File: src/sideband_pkg.sv
package sideband_pkg;

    // ========================================================
    // Clock and timing
    // ========================================================
    // System clock rate in MHz.
    localparam int CLK_MHZ          = 100;
    // Least low time on the reset pin that counts as a reset, in ns.
    localparam int RESET_MIN_NS     = 10000;
    // Cycles of that least time, rounded up, never below one.
    localparam int RESET_MIN_CYC    =
        ((RESET_MIN_NS * CLK_MHZ + 999) / 1000) < 1 ? 1 :
        ((RESET_MIN_NS * CLK_MHZ + 999) / 1000);
    // Reset execution interval after release, in ms.
    localparam int INIT_MS          = 2000;
    // Cycles of the reset execution interval, an exact product.
    localparam int INIT_CYC         = INIT_MS * CLK_MHZ * 1000;
    // Width of the low-time and interval counters.
    localparam int RESET_CNT_W      = 16;
    localparam int INIT_CNT_W       = 32;

    // ========================================================
    // Management memory layout
    // ========================================================
    // First and last byte of the read-only interrupt flag field.
    localparam logic [7:0] FLAG_FIRST = 8'h03;
    localparam logic [7:0] FLAG_LAST  = 8'h15;

    // ========================================================
    // Reset levels of the pin synchronisers
    // ========================================================
    // Order: select, reset, low power, serial clock, serial data.
    localparam int          PIN_SYNC_W   = 5;
    localparam logic [4:0]  PIN_SYNC_RST = 5'h1b;

    // ========================================================
    // Types
    // ========================================================
    // Two-wire bus levels as seen by the management core.
    typedef struct packed {
        logic scl;
        logic sda;
    } twi_lines_t;

    // Sequencer states of the reset and completion logic.
    typedef enum logic [1:0] {
        ST_INIT  = 2'b00,
        ST_READY = 2'b01,
        ST_HELD  = 2'b10
    } seq_state_t;

endpackage

File: src/module_sideband_control.sv
`timescale 1ns/1ns
// Function
// [RULE_01] Selected module answers the two-wire bus.
// [RULE_02] Deselected module ignores all bus traffic.
// [RULE_03] Undriven select input reads as deselected.
// [RULE_04] Long reset low restores every default.
// [RULE_05] Reset interval starts at reset release.
// [RULE_06] Host ignores status during reset interval.
// [RULE_07] Completion raises attention, not-ready cleared.
// [RULE_08] Power-up posts completion without reset pulse.
// [RULE_09] Low-power request enters reduced-power state.
// [RULE_10] Presence output held low while inserted.
// [RULE_11] Attention low reports fault or critical status.
// [RULE_12] Host reads bus to find interrupt cause.
// [RULE_13] Attention only pulled low or released.
// [RULE_14] Host reads flag field after attention.
// [RULE_15] Flag bytes 3 to 21 are read-only.
// [RULE_16] Short reset pulses change no setting.
module module_sideband_control
    import sideband_pkg::*;
#(
    parameter int INIT_CYCLES = INIT_CYC
) (
    input  wire logic       sys_clk,
    input  wire logic       rst,
    input  wire logic       clk_en,
    input  wire logic       bus_select_n_pin,
    input  wire logic       bus_select_driven,
    input  wire logic       module_reset_n,
    input  wire logic       low_power_request,
    input  wire logic       scl_in,
    input  wire logic       sda_in,
    output logic            sda_out,
    output logic            sda_oe,
    input  wire logic       core_sda_low,
    output twi_lines_t      core_lines,
    input  wire logic [7:0] core_addr,
    input  wire logic       core_write,
    output logic            core_write_ok,
    input  wire logic       fault_event,
    input  wire logic       attention_ack,
    output logic            attention_n_out,
    output logic            attention_n_oe,
    output logic            present_n_out,
    output logic            present_n_oe,
    output logic            reduced_power,
    output logic            data_not_ready,
    output logic            settings_clear
);

    // ========================================================
    // Pin capture
    // ========================================================
    // [RULE_03] select pulled up
    // With no host drive the select line floats high.
    wire select_level = bus_select_driven ? bus_select_n_pin : 1'b1;

    // Synchronised pin levels.
    logic [PIN_SYNC_W-1:0] pin_raw;
    logic [PIN_SYNC_W-1:0] pin_syn;
    assign pin_raw = {select_level, module_reset_n, low_power_request,
                      scl_in, sda_in};

    // Every pin passes two flip-flops before use.
    pin_sync #(
        .W       (PIN_SYNC_W),
        .RST_VAL (PIN_SYNC_RST)
    ) u_pin_sync (
        .sys_clk (sys_clk),
        .rst     (rst),
        .clk_en  (clk_en),
        .pins    (pin_raw),
        .synced  (pin_syn)
    );

    // Named synchronised levels.
    wire sel_n_s  = pin_syn[4];
    wire reset_s  = pin_syn[3];
    wire lp_s     = pin_syn[2];
    wire scl_s    = pin_syn[1];
    wire sda_s    = pin_syn[0];

    // ========================================================
    // Reset pulse qualification
    // ========================================================
    // Qualified hold and its release pulse.
    logic reset_held;
    logic reset_release;

    reset_qualifier u_reset_qualifier (
        .sys_clk  (sys_clk),
        .rst      (rst),
        .clk_en   (clk_en),
        .level_n  (reset_s),
        .held     (reset_held),
        .released (reset_release)
    );

    // ========================================================
    // Reset sequencer
    // ========================================================
    // Current state, interval timer and their next values.
    seq_state_t             state;
    seq_state_t             next_state;
    logic [INIT_CNT_W-1:0]  timer;
    logic [INIT_CNT_W-1:0]  next_timer;

    // Last cycle of the reset execution interval.
    wire init_done = (state == ST_INIT) &&
                     (timer == INIT_CNT_W'(INIT_CYCLES - 1));
    // Completion of reset, one cycle.
    wire completion = init_done && !reset_held;

    // Picks the next state; a qualified hold always wins.
    always_comb begin
        next_state = state;
        next_timer = timer;
        case (state)
            // Counting out the interval.
            ST_INIT: begin
                next_timer = timer + 1'b1;
                if (init_done) begin
                    next_state = ST_READY;
                end
            end
            // Normal operation.
            ST_READY: begin
                next_timer = '0;
            end
            // [RULE_05] interval starts on release
            ST_HELD: begin
                next_timer = '0;
                if (reset_release) begin
                    next_state = ST_INIT;
                end
            end
            // Unused code falls back to a fresh interval.
            default: begin
                next_state = ST_INIT;
                next_timer = '0;
            end
        endcase
        if (reset_held) begin
            next_state = ST_HELD;
            next_timer = '0;
        end
    end

    // [RULE_08] power-up starts interval
    // Reset leaves the sequencer counting out a power-up interval.
    always_ff @(posedge sys_clk or posedge rst) begin
        if (rst) begin
            state <= ST_INIT;
            timer <= '0;
        end else if (clk_en) begin
            state <= next_state;
            timer <= next_timer;
        end
    end

    // ========================================================
    // Status and settings reset
    // ========================================================
    // [RULE_04] complete reset of settings
    // The clear level stands for the whole hold; status shows
    // not-ready until the interval has run out.
    always_ff @(posedge sys_clk or posedge rst) begin
        if (rst) begin
            settings_clear <= 1'b1;
            data_not_ready <= 1'b1;
        end else if (clk_en) begin
            settings_clear <= (next_state == ST_HELD);
            data_not_ready <= (next_state != ST_READY);
        end
    end

    // ========================================================
    // Attention flag
    // ========================================================
    // Sticky attention; a set in the clearing cycle wins.
    logic attention;
    // [RULE_07] completion raises attention
    // [RULE_11] fault raises attention
    wire attention_set = completion ||
                         (fault_event && state == ST_READY &&
                          !reset_held);
    wire next_attention = reset_held ? 1'b0 :
                          (attention_set ||
                           (attention && !attention_ack));

    // Holds the attention request until the host acknowledges it.
    always_ff @(posedge sys_clk or posedge rst) begin
        if (rst) begin
            attention <= 1'b0;
        end else if (clk_en) begin
            attention <= next_attention;
        end
    end

    // [RULE_13] open-drain attention
    // The pin is only pulled low or released, never driven high.
    assign attention_n_out = 1'b0;
    assign attention_n_oe  = attention;

    // [RULE_10] presence held low
    // An inserted module always grounds the presence line.
    assign present_n_out = 1'b0;
    assign present_n_oe  = 1'b1;

    // ========================================================
    // Low power
    // ========================================================
    // [RULE_09] reduced power follows request
    // Follows the synchronised request level.
    always_ff @(posedge sys_clk or posedge rst) begin
        if (rst) begin
            reduced_power <= 1'b0;
        end else if (clk_en) begin
            reduced_power <= lp_s;
        end
    end

    // ========================================================
    // Two-wire bus gating
    // ========================================================
    // The module takes part in bus traffic only while selected.
    wire selected = !sel_n_s;

    // [RULE_01] selected passes bus
    // [RULE_02] deselected sees idle bus
    // A deselected core sees an idle bus and never drives data.
    always_ff @(posedge sys_clk or posedge rst) begin
        if (rst) begin
            core_lines <= '{scl: 1'b1, sda: 1'b1};
            sda_oe     <= 1'b0;
        end else if (clk_en) begin
            core_lines <= selected ? twi_lines_t'{scl: scl_s, sda: sda_s}
                                   : twi_lines_t'{scl: 1'b1, sda: 1'b1};
            sda_oe     <= selected && core_sda_low;
        end
    end

    // Data is open drain: only ever pulled low.
    assign sda_out = 1'b0;

    // [RULE_15] flag field read-only
    // Writes into the flag bytes are refused.
    wire in_flags = (core_addr >= FLAG_FIRST) && (core_addr <= FLAG_LAST);
    assign core_write_ok = core_write && !in_flags;

    // ========================================================
    // Checks
    // ========================================================
    a_select_pass: assert property ( // [RULE_01]
        @(posedge sys_clk) disable iff (rst)
        clk_en && selected |=> core_lines.scl == $past(scl_s))
        else $error("selected module did not see bus clock");

    a_deselect_idle: assert property ( // [RULE_02]
        @(posedge sys_clk) disable iff (rst)
        clk_en && !selected |=> core_lines == 2'b11 && !sda_oe)
        else $error("deselected module saw or drove bus");

    a_select_float: assert property ( // [RULE_03]
        @(posedge sys_clk) disable iff (rst)
        clk_en && !bus_select_driven ##1 clk_en |=> !selected)
        else $error("undriven select read as selected");

    a_held_clears: assert property ( // [RULE_04]
        @(posedge sys_clk) disable iff (rst)
        clk_en && reset_held |=> settings_clear && !attention
        && state == ST_HELD)
        else $error("qualified reset did not clear settings");

    a_release_init: assert property ( // [RULE_05]
        @(posedge sys_clk) disable iff (rst)
        clk_en && state == ST_HELD && reset_release && !reset_held
        |=> state == ST_INIT && timer == '0)
        else $error("interval did not start at release");

    a_ready_posts: assert property ( // [RULE_07]
        @(posedge sys_clk) disable iff (rst)
        clk_en && completion |=> attention_n_oe && !data_not_ready
        ##0 state == ST_READY)
        else $error("completion did not raise attention");

    a_powerup_init: assert property ( // [RULE_08]
        @(posedge sys_clk)
        $fell(rst) |-> state == ST_INIT && timer == '0)
        else $error("power-up did not start interval");

    a_low_power: assert property ( // [RULE_09]
        @(posedge sys_clk) disable iff (rst)
        clk_en && lp_s |=> reduced_power)
        else $error("low-power request not obeyed");

    a_present_low: assert property ( // [RULE_10]
        @(posedge sys_clk) disable iff (rst)
        present_n_oe && !present_n_out)
        else $error("presence line not held low");

    a_fault_sets: assert property ( // [RULE_11]
        @(posedge sys_clk) disable iff (rst)
        clk_en && fault_event && state == ST_READY && !reset_held
        |=> attention_n_oe)
        else $error("fault did not raise attention");

    a_open_drain: assert property ( // [RULE_13]
        @(posedge sys_clk) disable iff (rst)
        !attention_n_out && !sda_out)
        else $error("open-drain output driven high");

    a_flag_readonly: assert property ( // [RULE_15]
        @(posedge sys_clk) disable iff (rst)
        core_write && in_flags |-> !core_write_ok)
        else $error("write into flag field accepted");

    c_completion: cover property (@(posedge sys_clk) disable iff (rst)
        completion);
    c_reset_cycle: cover property (@(posedge sys_clk) disable iff (rst)
        reset_held ##[1:1000] reset_release);
    c_fault_ack: cover property (@(posedge sys_clk) disable iff (rst)
        attention ##1 attention_ack ##1 !attention);
    c_low_power: cover property (@(posedge sys_clk) disable iff (rst)
        reduced_power && selected);

endmodule

File: src/pin_sync.sv
`timescale 1ns/1ns
// Two flip-flop synchroniser for a group of pin levels.
module pin_sync #(
    parameter int             W       = 1,
    parameter logic [W-1:0]   RST_VAL = '0
) (
    input  wire logic         sys_clk,
    input  wire logic         rst,
    input  wire logic         clk_en,
    input  wire logic [W-1:0] pins,
    output logic      [W-1:0] synced
);

    // First stage, read only by the second stage.
    logic [W-1:0] meta;

    // ========================================================
    // Two-stage capture
    // ========================================================
    // Both stages load together and freeze with the clock enable.
    always_ff @(posedge sys_clk or posedge rst) begin
        if (rst) begin
            meta   <= RST_VAL;
            synced <= RST_VAL;
        end else if (clk_en) begin
            meta   <= pins;
            synced <= meta;
        end
    end

endmodule

File: src/reset_qualifier.sv
`timescale 1ns/1ns
// Measures low time on the synchronised reset pin and reports a
// qualified hold and the release that follows it.
module reset_qualifier
    import sideband_pkg::*;
(
    input  wire logic sys_clk,
    input  wire logic rst,
    input  wire logic clk_en,
    input  wire logic level_n,
    output logic      held,
    output logic      released
);

    // Saturating count of low cycles.
    logic [RESET_CNT_W-1:0] low_cnt;

    // The count reaches the least pulse length.
    wire long_enough = (low_cnt >= RESET_CNT_W'(RESET_MIN_CYC - 1));

    // ========================================================
    // Low-time counter
    // ========================================================
    // Counts while low, restarts on every high level.
    always_ff @(posedge sys_clk or posedge rst) begin
        if (rst) begin
            low_cnt <= '0;
        end else if (clk_en) begin
            if (level_n) begin
                low_cnt <= '0;
            end else if (!long_enough) begin
                low_cnt <= low_cnt + 1'b1;
            end
        end
    end

    // ========================================================
    // Hold and release
    // ========================================================
    // [RULE_16] short pulses ignored
    // A hold starts only after the full least time; shorter lows
    // vanish without a trace.
    always_ff @(posedge sys_clk or posedge rst) begin
        if (rst) begin
            held     <= 1'b0;
            released <= 1'b0;
        end else if (clk_en) begin
            held     <= !level_n && long_enough;
            released <= held && level_n;
        end
    end

    // [RULE_16] short pulses ignored
    a_short_ignored: assert property ( // [RULE_16]
        @(posedge sys_clk) disable iff (rst)
        clk_en && (level_n || !long_enough) |=> !held)
        else $error("hold raised by a short low pulse");

endmodule

File: config.mk
export PLATFORM = sky130hd
export DESIGN_NAME = module_sideband_control
export DESIGN_NICKNAME = d
export VERILOG_FILES = /design/src/sideband_pkg.sv /design/src/module_sideband_control.sv /design/src/pin_sync.sv /design/src/reset_qualifier.sv
export SDC_FILE = /design/constraint.sdc
export NUM_CORES = 1
export LEC_CHECK = 0
export BUFFER_PORTS_ARGS = -buffer_cell sky130_fd_sc_hd__buf_2
export CORE_MARGIN = 3
export CORE_UTILIZATION = 60
export CTS_CLUSTER_SIZE = 12
export DETAILED_ROUTE_END_ITERATION = 6
export PLACE_DENSITY = 0.81
export SETUP_SLACK_MARGIN = 0.4
export SLEW_MARGIN = 20
export SYNTH_ARGS = -nofsm -noshare
export SYNTH_HDL_FRONTEND = slang
export SYNTH_SLANG_ARGS = --single-unit
export TNS_END_PERCENT = 100
File: constraint.sdc
create_clock -name sys_clk -period 3.2 [get_ports sys_clk]
set_input_delay 0.16 -clock sys_clk [delete_from_list [all_inputs] [get_ports sys_clk]]
set_output_delay 0.16 -clock sys_clk [all_outputs]
set_load 0.02 [all_outputs]
# ---- Word level (Yosys, flattened, before mapping)
# Index checks and enable logic that the tools add are counted.
dict set report classes {
  n_lt_le_gt_ge 3
  reduce_logical 19
  addsub 2
  n_eq_ne 6
  mux 11
}
# operator n
set ops {}
lappend ops {{$mux W32} 2}
lappend ops {{$add A32 B1 Y32 const B} 1}
lappend ops {{$eq A32 B28 Y1 const B} 1}
lappend ops {{$mux W16} 2}
lappend ops {{$add A16 B1 Y16 const B} 1}
lappend ops {{$ge A16 B10 Y1 const B} 1}
lappend ops {{$logic_and A1 B1 Y1} 10}
lappend ops {{$ge A8 B2 Y1 const B} 1}
lappend ops {{$le A8 B5 Y1 const B} 1}
lappend ops {{$mux W2} 4}
lappend ops {{$pmux W2 S3} 1}
lappend ops {{$logic_not A1 Y1} 5}
lappend ops {{$eq A2 B2 Y1 const B} 2}
lappend ops {{$eq A2 B1 Y1 const B} 1}
lappend ops {{$logic_not A2 Y1} 1}
lappend ops {{$logic_or A1 B1 Y1} 2}
lappend ops {{$mux W1} 2}
lappend ops {{$ne A2 B1 Y1 const B} 1}
lappend ops {{$ne A2 B2 Y1 const B} 1}
lappend ops {{$reduce_and A2 Y1} 1}
dict set report totals {
  inputBits 21
  wordCells 55
  register_bits 69
  output_inout_bits 12
}

# ---- Depth between registers and ports, before layout
# Gate-level depths: netlist (run 1).
dict set report depth {
  word_depth 6
  mapped_depth 7
}

# ---- By module
# From an unflattened synthesis (run 1), not the netlist that was laid out.
dict set report unflattened {
  hier_cells 375
  hier_area_um2 3711.1
}
# module area_each_um2 seq_area_each_um2 n_inst cells_per_inst
set modules_own_cells {}
lappend modules_own_cells {module_sideband_control 2328.5 1031.0 1 259}
lappend modules_own_cells {reset_qualifier 957.2 450.4 1 94}
lappend modules_own_cells {pin_sync 425.4 260.2 1 22}

# ---- Least setup slack after synthesis (run 1)
# No wires, ideal clock.
dict set report synth_path {
  path_type {register -> register}
  start {register u_reset_qualifier.low_cnt[10]}
  end {register u_reset_qualifier.low_cnt[7]}
  arrival_time_ns 1.798
  required_time_ns 3.064
  setup_time_ns 0.136
  setup_slack_ns 1.266
  synth_period_minus_slack_ns 1.934
  stages_incl_launch_ff 5
  cell_sequence {dfrtp_1 or4_1 or4_1 o311ai_1 o41ai_1}
}
dict set report synth_between {
  elab_chain_cells 3
}
# item line
set synth_lines {}
lappend synth_lines {{start, declared} reset_qualifier.sv:16} ;# logic [RESET_CNT_W-1:0] low_cnt;
lappend synth_lines {{start signal, assigned} reset_qualifier.sv:32} ;# low_cnt <= low_cnt + 1'b1;
lappend synth_lines {{$ge A16 B10 Y1} reset_qualifier.sv:19} ;# wire long_enough = (low_cnt >= RESET_CNT_W'(RESET_MIN_CYC - 1));
lappend synth_lines {{$ne A2 B2 Y1 (no source line)} -}
lappend synth_lines {{$reduce_and A2 Y1 (no source line)} -}
# No other way between the ends.
# A chain may end at the register's enable or synchronous reset.

# ---- Final worst setup path (run 1)
dict set report layout_path {
  start {register timer[4]}
  end {register timer[29]}
}
dict set report layout_between {
  elab_chain_cells 3
}
# item line
set layout_lines {}
lappend layout_lines {{start, declared} module_sideband_control.sv:105} ;# logic [INIT_CNT_W-1:0] timer;
lappend layout_lines {{start signal, assigned} module_sideband_control.sv:157} ;# timer <= next_timer;
lappend layout_lines {{$add A32 B1 Y32} module_sideband_control.sv:121} ;# next_timer = timer + 1'b1;
lappend layout_lines {{$mux W32} module_sideband_control.sv:118} ;# case (state)
lappend layout_lines {{$mux W32} module_sideband_control.sv:143} ;# if (reset_held) begin
# No other way between the ends.

==> results of run 1 <==
power breakdown:
| group | switching (uW) | internal, uW |
|---|---|---|
| clock network | 320 | 320 |
| registers | 39.5 | 932 |
| logic | 132 | 80.2 |
| total | 492 | 1330 |
cells in the final DEF, fill, tap and decap left out, types with 3 or more instances in the layout:
cell type  Yosys  final
dfrtp_1       57     57
nand2_1       28     28
buf_2          3     28
a21oi_1       23     23
nor2_1        21     21
o21ai_0       20     20
nand3_1       18     18
or4_1         13     13
inv_1         14     13
dfstp_2       12     12
o31ai_1       11     11
and2_1        11     11
mux2_2        11     11
clkbuf_8       0     11
or3_1         10     10
nor3_1        10     10
nand4_1        7      7
and3_1         6      6
nor4_1         6      6
xnor2_1        6      6
buf_4          4      6
mux2i_1        5      5
and4_1         4      4
a31oi_1        4      4
conb_1         2      4
a41o_1         3      3
nand2b_1       3      3
nor4b_1        3      3
clkinv_2       0      3
kinds of logic (layout without fill, tap and decap cells):
group	after synthesis	in the layout	share of synthesized area, %
xor+xnor	6	6	1.51
buf+inv	34	66	4.21
mux	16	16	5.00
compound gates	79	79	14.5
flops	69	69	50.0
other cells	2	4	0.216
simple gates	149	149	23.9
fa+ha+maj	2	2	0.719
path summary, 6_finish.rpt:
path,startpoint,endpoint,slack (ns),cells after the start
max in group asynchronous,rst,u_pin_sync.meta[0]$_DFFE_PP1P_,1.96,4
worst min-delay path,module_reset_n,u_pin_sync.meta[3]$_DFFE_PP1P_,0.04,2
min in group asynchronous,rst,timer[6]$_DFFE_PP0P_,0.46,3
worst min register to register,core_lines[1]$_DFFE_PP1P_,core_lines[1]$_DFFE_PP1P_,0.49,2
worst max-delay path,timer[4]$_DFFE_PP0P_,timer[29]$_DFFE_PP0P_,0.91,4
worst max register to register,timer[4]$_DFFE_PP0P_,timer[29]$_DFFE_PP0P_,0.91,4
layout make-up:
| type | count | area [um2] | share of cell area (%) |
|---|---|---|---|
| Sequential cell | 69 | 1740 | 45.0 |
| Timing Repair Buffer | 36 | 205 | 5.31 |
| Multi-Input combinational cell | 256 | 1600 | 41.4 |
| Clock buffer | 12 | 155 | 4.01 |
| Inverter | 14 | 52.6 | 1.36 |
| Tap cell | 72 | 90.1 | 2.33 |
| Clock inverter | 4 | 22.5 | 0.582 |
synth_stat cells, drive strengths merged, types with 7 or more instances:
master / instances / area, um2
nor4: 7 / 50.1
or4: 13 / 97.6
o31ai: 11 / 82.6
nand4: 8 / 56.3
nor3: 10 / 50.1
buf: 11 / 60.1
a21oi: 23 / 115
inv: 14 / 52.6
dfrtp: 57 / 1430
nand3: 18 / 90.1
mux2: 11 / 124
dfstp: 12 / 315
or3: 10 / 62.6
nand2: 28 / 105
o21ai: 20 / 100
clkbuf: 9 / 33.8
nor2: 21 / 78.8
and2: 11 / 68.8
metrics by stage:
stage / util [%] / cells / hold WS (ns) / worst slack, ns / total power, uW
floorplan: - / 359 / 0.232 / 1.27 / 1130
CTS: 69.4 / 463 / 0.0306 / 0.920 / 1840
detailed placement: 65.8 / 445 / 0.322 / 0.946 / 1200
finish: 69.4 / 463 / 0.0392 / 0.906 / 1820
global placement: 65.8 / 445 / 0.318 / 1.03 / 1190
global route: 69.4 / 463 / 0.0342 / 0.797 / 1910
metal layers:
metal,vias to the layer above,wire length (um),global-route usage [%]
li1,1368,-,-
met1,1367,3290,31.4
met2,77,3140,33.9
met3,10,314,5.10
met4,0,125,10.6
met5,-,0,0
flip-flops by register name (all words and copies together) (netlist names), 2 cells and up:
name and cells:
u_pin_sync.synced 5, u_reset_qualifier.low_cnt 16, timer 32, state 2
core_lines 2, u_pin_sync.meta 5
worst register-to-register path, stage by stage (launching register included):
cell and delay, ns:
dfrtp_1 0.43, nand4_2 0.19, or4_1 0.83, or4_1 0.61, a21oi_1 0.16
what timing repair did:
action | CTS | global route
hold buffers | 2 | 0
buffers inserted | 0 | 0
gates resized for setup | 0 | 0
endpoints found under the hold margin | 28 | 0
==> qor.csv, run 1 <==
metric,value,unit
Worst Hold Class,primary input to register,
pin count of the biggest net entering global routing,45,
post-DP HPWL,4.76,mm
clock latency on the worst-skew pair,0.35,ns
design area,3870,um2
GR Util All Layers,22.7,%
IO Pins,33,
crit-path most repeated cell,or4_1,
clock-pin slew on the worst setup and hold paths,0.07,ns
FILL cells,415,
crit path max fanout,19,
CP Class,register to register,
vias in the first global route,2538,
die width,82.2,um
ant diodes,0,
Max VDD drop,0.000362,V
chip height,82.2,um
Final Hold Fails,0,
Worst EP required,3.47,ns
power per cell area,472,nW/um2
DP Area,3670,um2
startpoint class of the critical path,register,
measured slew at the worst slew-check pin,0.778,ns
final max-slew violation count,0,
Final Net Count,409,
first-pass iteration count of the detailed router,4,
max-cap viol count,0,
GP Congestion,0.790,
Seq cells post-synth,69,
ys flop type,dfrtp_1,
worst path bufs/invs,0,
relative slew slack,47.7,%
CTS Sinks,69,
clk_skew,0.00829,ns
"FFs w/ async S/R, synth",100,%
die area,6750,um2
Final ANT Viol Nets,0,
P&R area growth vs syn,11.1,%
CTS Root Cell,clkbuf_8,
"Cell Chain, Critical Path",nand4_2 -> or4_1 -> or4_1 -> a21oi_1,
"Seq/Total Area, Yosys",50.0,%
CORE AREA,5570,um2
CP max-delay cell,or4_1,
CTS tree,done,
final WL,6.87,mm
initial antenna violation count,0,
post-DR wirelength/cell,14.8,um
CTS buffer count,9,
Netlist cell types,54,
Max clock buf depth,2,
row count,27,
Initial Util,62.4,%
fin crit share,71.7,%
CP max stage delay,0.83,ns
GR Overflow Total,0,
H-tree depth,3,
DR iter-0 viols,219,
Arrival @ worst endpoint,2.57,ns
port bufs,28,
Crit. End Element,register,
fmax,0.436,GHz
YS warnings,0,
status,finished clean,
final setup TNS,0,ns
total number of vias,2822,
syn avg cell area,9.75,um2
cells after synthesis,357,
RSZ-0062 raised after global routing,no,
Post-synth EDFFs,0,
post-DR vias/cell,6.10,
layout cell share with drive strength beyond 1,19.4,%
final setup vio count,0,
Netlist Area Pre-Place,3480,um2
first-pass GRT wire length,11.5,mm
P_leak,0.00166,uW
"CP delay by family, top",simple AND/OR/NAND/NOR gates,
number of remaining DRC errors,0,
minimum clock period,2.29,ns
(Power assumes the default switching activity.)
==> run 2, diff against run 1 <==
--- a/config.mk
+++ b/config.mk
@@ -7,10 +7,10 @@
 export LEC_CHECK = 0
 export BUFFER_PORTS_ARGS = -buffer_cell sky130_fd_sc_hd__buf_2
 export CORE_MARGIN = 3
-export CORE_UTILIZATION = 60
+export CORE_UTILIZATION = 59
 export CTS_CLUSTER_SIZE = 12
 export DETAILED_ROUTE_END_ITERATION = 6
-export PLACE_DENSITY = 0.81
+export PLACE_DENSITY = 0.79
 export SETUP_SLACK_MARGIN = 0.4
 export SLEW_MARGIN = 20
 export SYNTH_ARGS = -nofsm -noshare
==> constraint.sdc (replaced) <==
create_clock -name sys_clk -period 2.4 [get_ports sys_clk]
set_input_delay 0.12 -clock sys_clk [delete_from_list [all_inputs] [get_ports sys_clk]]
set_output_delay 0.12 -clock sys_clk [all_outputs]
set_load 0.02 [all_outputs]
==> run 2 against run 1 <==
  * Non-clock buffer count grew 25
  * Combinational power grew 61%
  * Worst setup slack lost 0.48 ns
  * Critical path type unchanged
==> qor.csv, run 2 (synthesis gave the netlist of run 1 again) <==
metric,value,unit,change
status,finished clean,,unchanged
row count,27,,unchanged
FILL cells,366,,was 415
port bufs,28,,unchanged
max-cap viol count,0,,unchanged
number of remaining DRC errors,0,,unchanged
Place WS,0.244,ns,was 0.946 ns
Final ANT Viol Nets,0,,unchanged
initial antenna violation count,0,,unchanged
final setup vio count,0,,unchanged
crit path max fanout,8,,was 19
"most common cell after layout, fill and taps aside",dfrtp_1,,unchanged
Initial Util,62.1,%,was 62.4%
final setup TNS,0,ns,unchanged
minimum clock period,1.98,ns,was 2.29 ns
total number of vias,3058,,was 2822
Max clock buf depth,2,,unchanged
GR Util All Layers,24.3,%,was 22.7%
ant diodes,0,,unchanged
Final Net Count,434,,was 409
CTS Sinks,69,,unchanged
most frequent cells in the layout,"dfrtp_1 (53), buf_2 (28), nand2_1 (27)",,"was dfrtp_1 (57), nand2_1 (28), buf_2 (28)"
Pint,2210,uW,was 1330 uW
sequential power share,44.7,%,was 53.3%
sw frac,24.7,%,was 27.0%
DR iter-0 viols,264,,was 219
CP max-delay cell,or4_4,,was or4_1
clk_skew,0.00709,ns,was 0.00829 ns
Seq. cell area,1750,um2,was 1740 um2
startpoint class of the critical path,register,,unchanged
IO Pins,33,,unchanged
CP max stage delay,0.57,ns,was 0.83 ns
final max-slew violation count,0,,unchanged
first-pass GRT wire length,13.7,mm,was 11.5 mm
fin crit share,82.5,%,was 71.7%
WHS,0.00223,ns,was 0.0392 ns
GP Congestion,0.800,,was 0.790
post-DR vias/cell,6.27,,was 6.10
CTS Root Cell,clkbuf_8,,unchanged
Regs by FF count,"timer (32), u_reset_qualifier.low_cnt (16)",,unchanged
relative slew slack,53.5,%,was 47.7%
layout cell share with drive strength beyond 1,29.6,%,was 19.4%
post-DR wirelength/cell,17.4,um,was 14.8 um
chip height,82.8,um,was 82.2 um
"Cell Chain, Critical Path",nand4_4 -> or4_4 -> buf_12 -> buf_12 -> or4_1 -> nand2_1,,was nand4_2 -> or4_1 -> or4_1 -> a21oi_1
GR Overflow Total,0,,unchanged
P&R area growth vs syn,24.2,%,was 11.1%
CTS tree,done,,unchanged
CORE AREA,5610,um2,was 5570 um2
Max VDD drop,0.000586,V,was 0.000362 V
fmax,0.505,GHz,was 0.436 GHz
Biggest register,timer,,unchanged
CP Class,register to register,,unchanged
die width,82.8,um,was 82.2 um
Comb pwr share,11.6,%,about the same
footprint of the multi-input gates,1720,um2,was 1600 um2
clock-pin slew on the worst setup and hold paths,0.08,ns,was 0.07 ns
pin count of the biggest net entering global routing,70,,was 45
Worst Hold Class,primary input to register,,unchanged
CTS buffer count,9,,unchanged
H-tree depth,3,,unchanged
final WL,8.49,mm,was 6.87 mm
clock latency on the worst-skew pair,0.35,ns,about the same
Crit. End Element,register,,unchanged
crit-path most repeated cell,buf_12,,was or4_1
Worst EP required,2.69,ns,was 3.47 ns
max reg flops,32,,unchanged
vias in the first global route,2944,,was 2538
total power,2930,uW,was 1820 uW
Net Switching,725,uW,was 492 uW
RSZ-0062 raised after global routing,yes,,was no
Arrival @ worst endpoint,2.27,ns,was 2.57 ns
P_leak,0.00184,uW,was 0.00166 uW
post-DP HPWL,4.82,mm,was 4.76 mm
worst path bufs/invs,2,,was 0
Final Hold Fails,0,,unchanged
clock share of power,43.7,%,was 35.1%
first-pass iteration count of the detailed router,4,,unchanged
die area,6860,um2,was 6750 um2
"CP delay by family, top",simple AND/OR/NAND/NOR gates,,unchanged
power per cell area,679,nW/um2,was 472 nW/um2
measured slew at the worst slew-check pin,0.692,ns,was 0.778 ns
Final WS setup,0.421,ns,was 0.906 ns
[run 2: final timing paths]
check	start	end	slack [ns]	depth (start not counted)
max reg2reg	timer[2]$_DFFE_PP0P_	timer[19]$_DFFE_PP0P_	0.42	6
min reg2reg	settings_clear$_DFFE_PP1P_	settings_clear$_DFFE_PP1P_	0.50	2
min	sda_in	u_pin_sync.meta[0]$_DFFE_PP1P_	0.002	2
max	timer[2]$_DFFE_PP0P_	timer[19]$_DFFE_PP0P_	0.42	6
max in group asynchronous	rst	u_pin_sync.synced[0]$_DFFE_PP1P_	1.68	4
min in group asynchronous	rst	timer[28]$_DFFE_PP0P_	0.39	4
[run 2: layer usage]
metal  track usage [%]  part of all wire, %
met5                 0                    0
met1              31.1                   43
met4              10.4                  2.0
met2              40.5                   51
met3              4.56                  4.4
[run 2: power by group through the flow]
stage	logic (uW)	registers, uW	clock network [uW]
after floorplan	189	1320	0
after global placement	284	1320	0
after detailed placement	295	1320	0
after CTS	325	1300	1280
after global routing	378	1320	1340
final	341	1310	1280
[run 2: stage by stage]
stage / utilization [%] / std cells / cell area, um2
2_1_floorplan: - / 359 / 3490
3_3_place_gp: 65.9 / 447 / 3700
3_5_place_dp: 65.9 / 447 / 3700
4_1_cts: 73.7 / 478 / 4130
5_1_grt: 77.1 / 488 / 4320
6_report: 77.1 / 488 / 4320
[run 2: area by class of cell]
type	instances	area share (%)
clock buffer	10	3.18
tap	72	2.08
sequential	69	40.4
timing repair buffer	61	10.2
multi-input combinational	256	39.8
clock inverter	6	3.10
inverter	14	1.22
[run 2: timing repair]
action | in CTS | in global routing
cloned | 0 | 0
hold buffers | 5 | 0
pin swaps | 3 | 15
hold endpoints to repair | 60 | 0
resized for setup | 10 | 22
buffers inserted | 10 | 10
endpoints found under the setup margin | 12 | 13
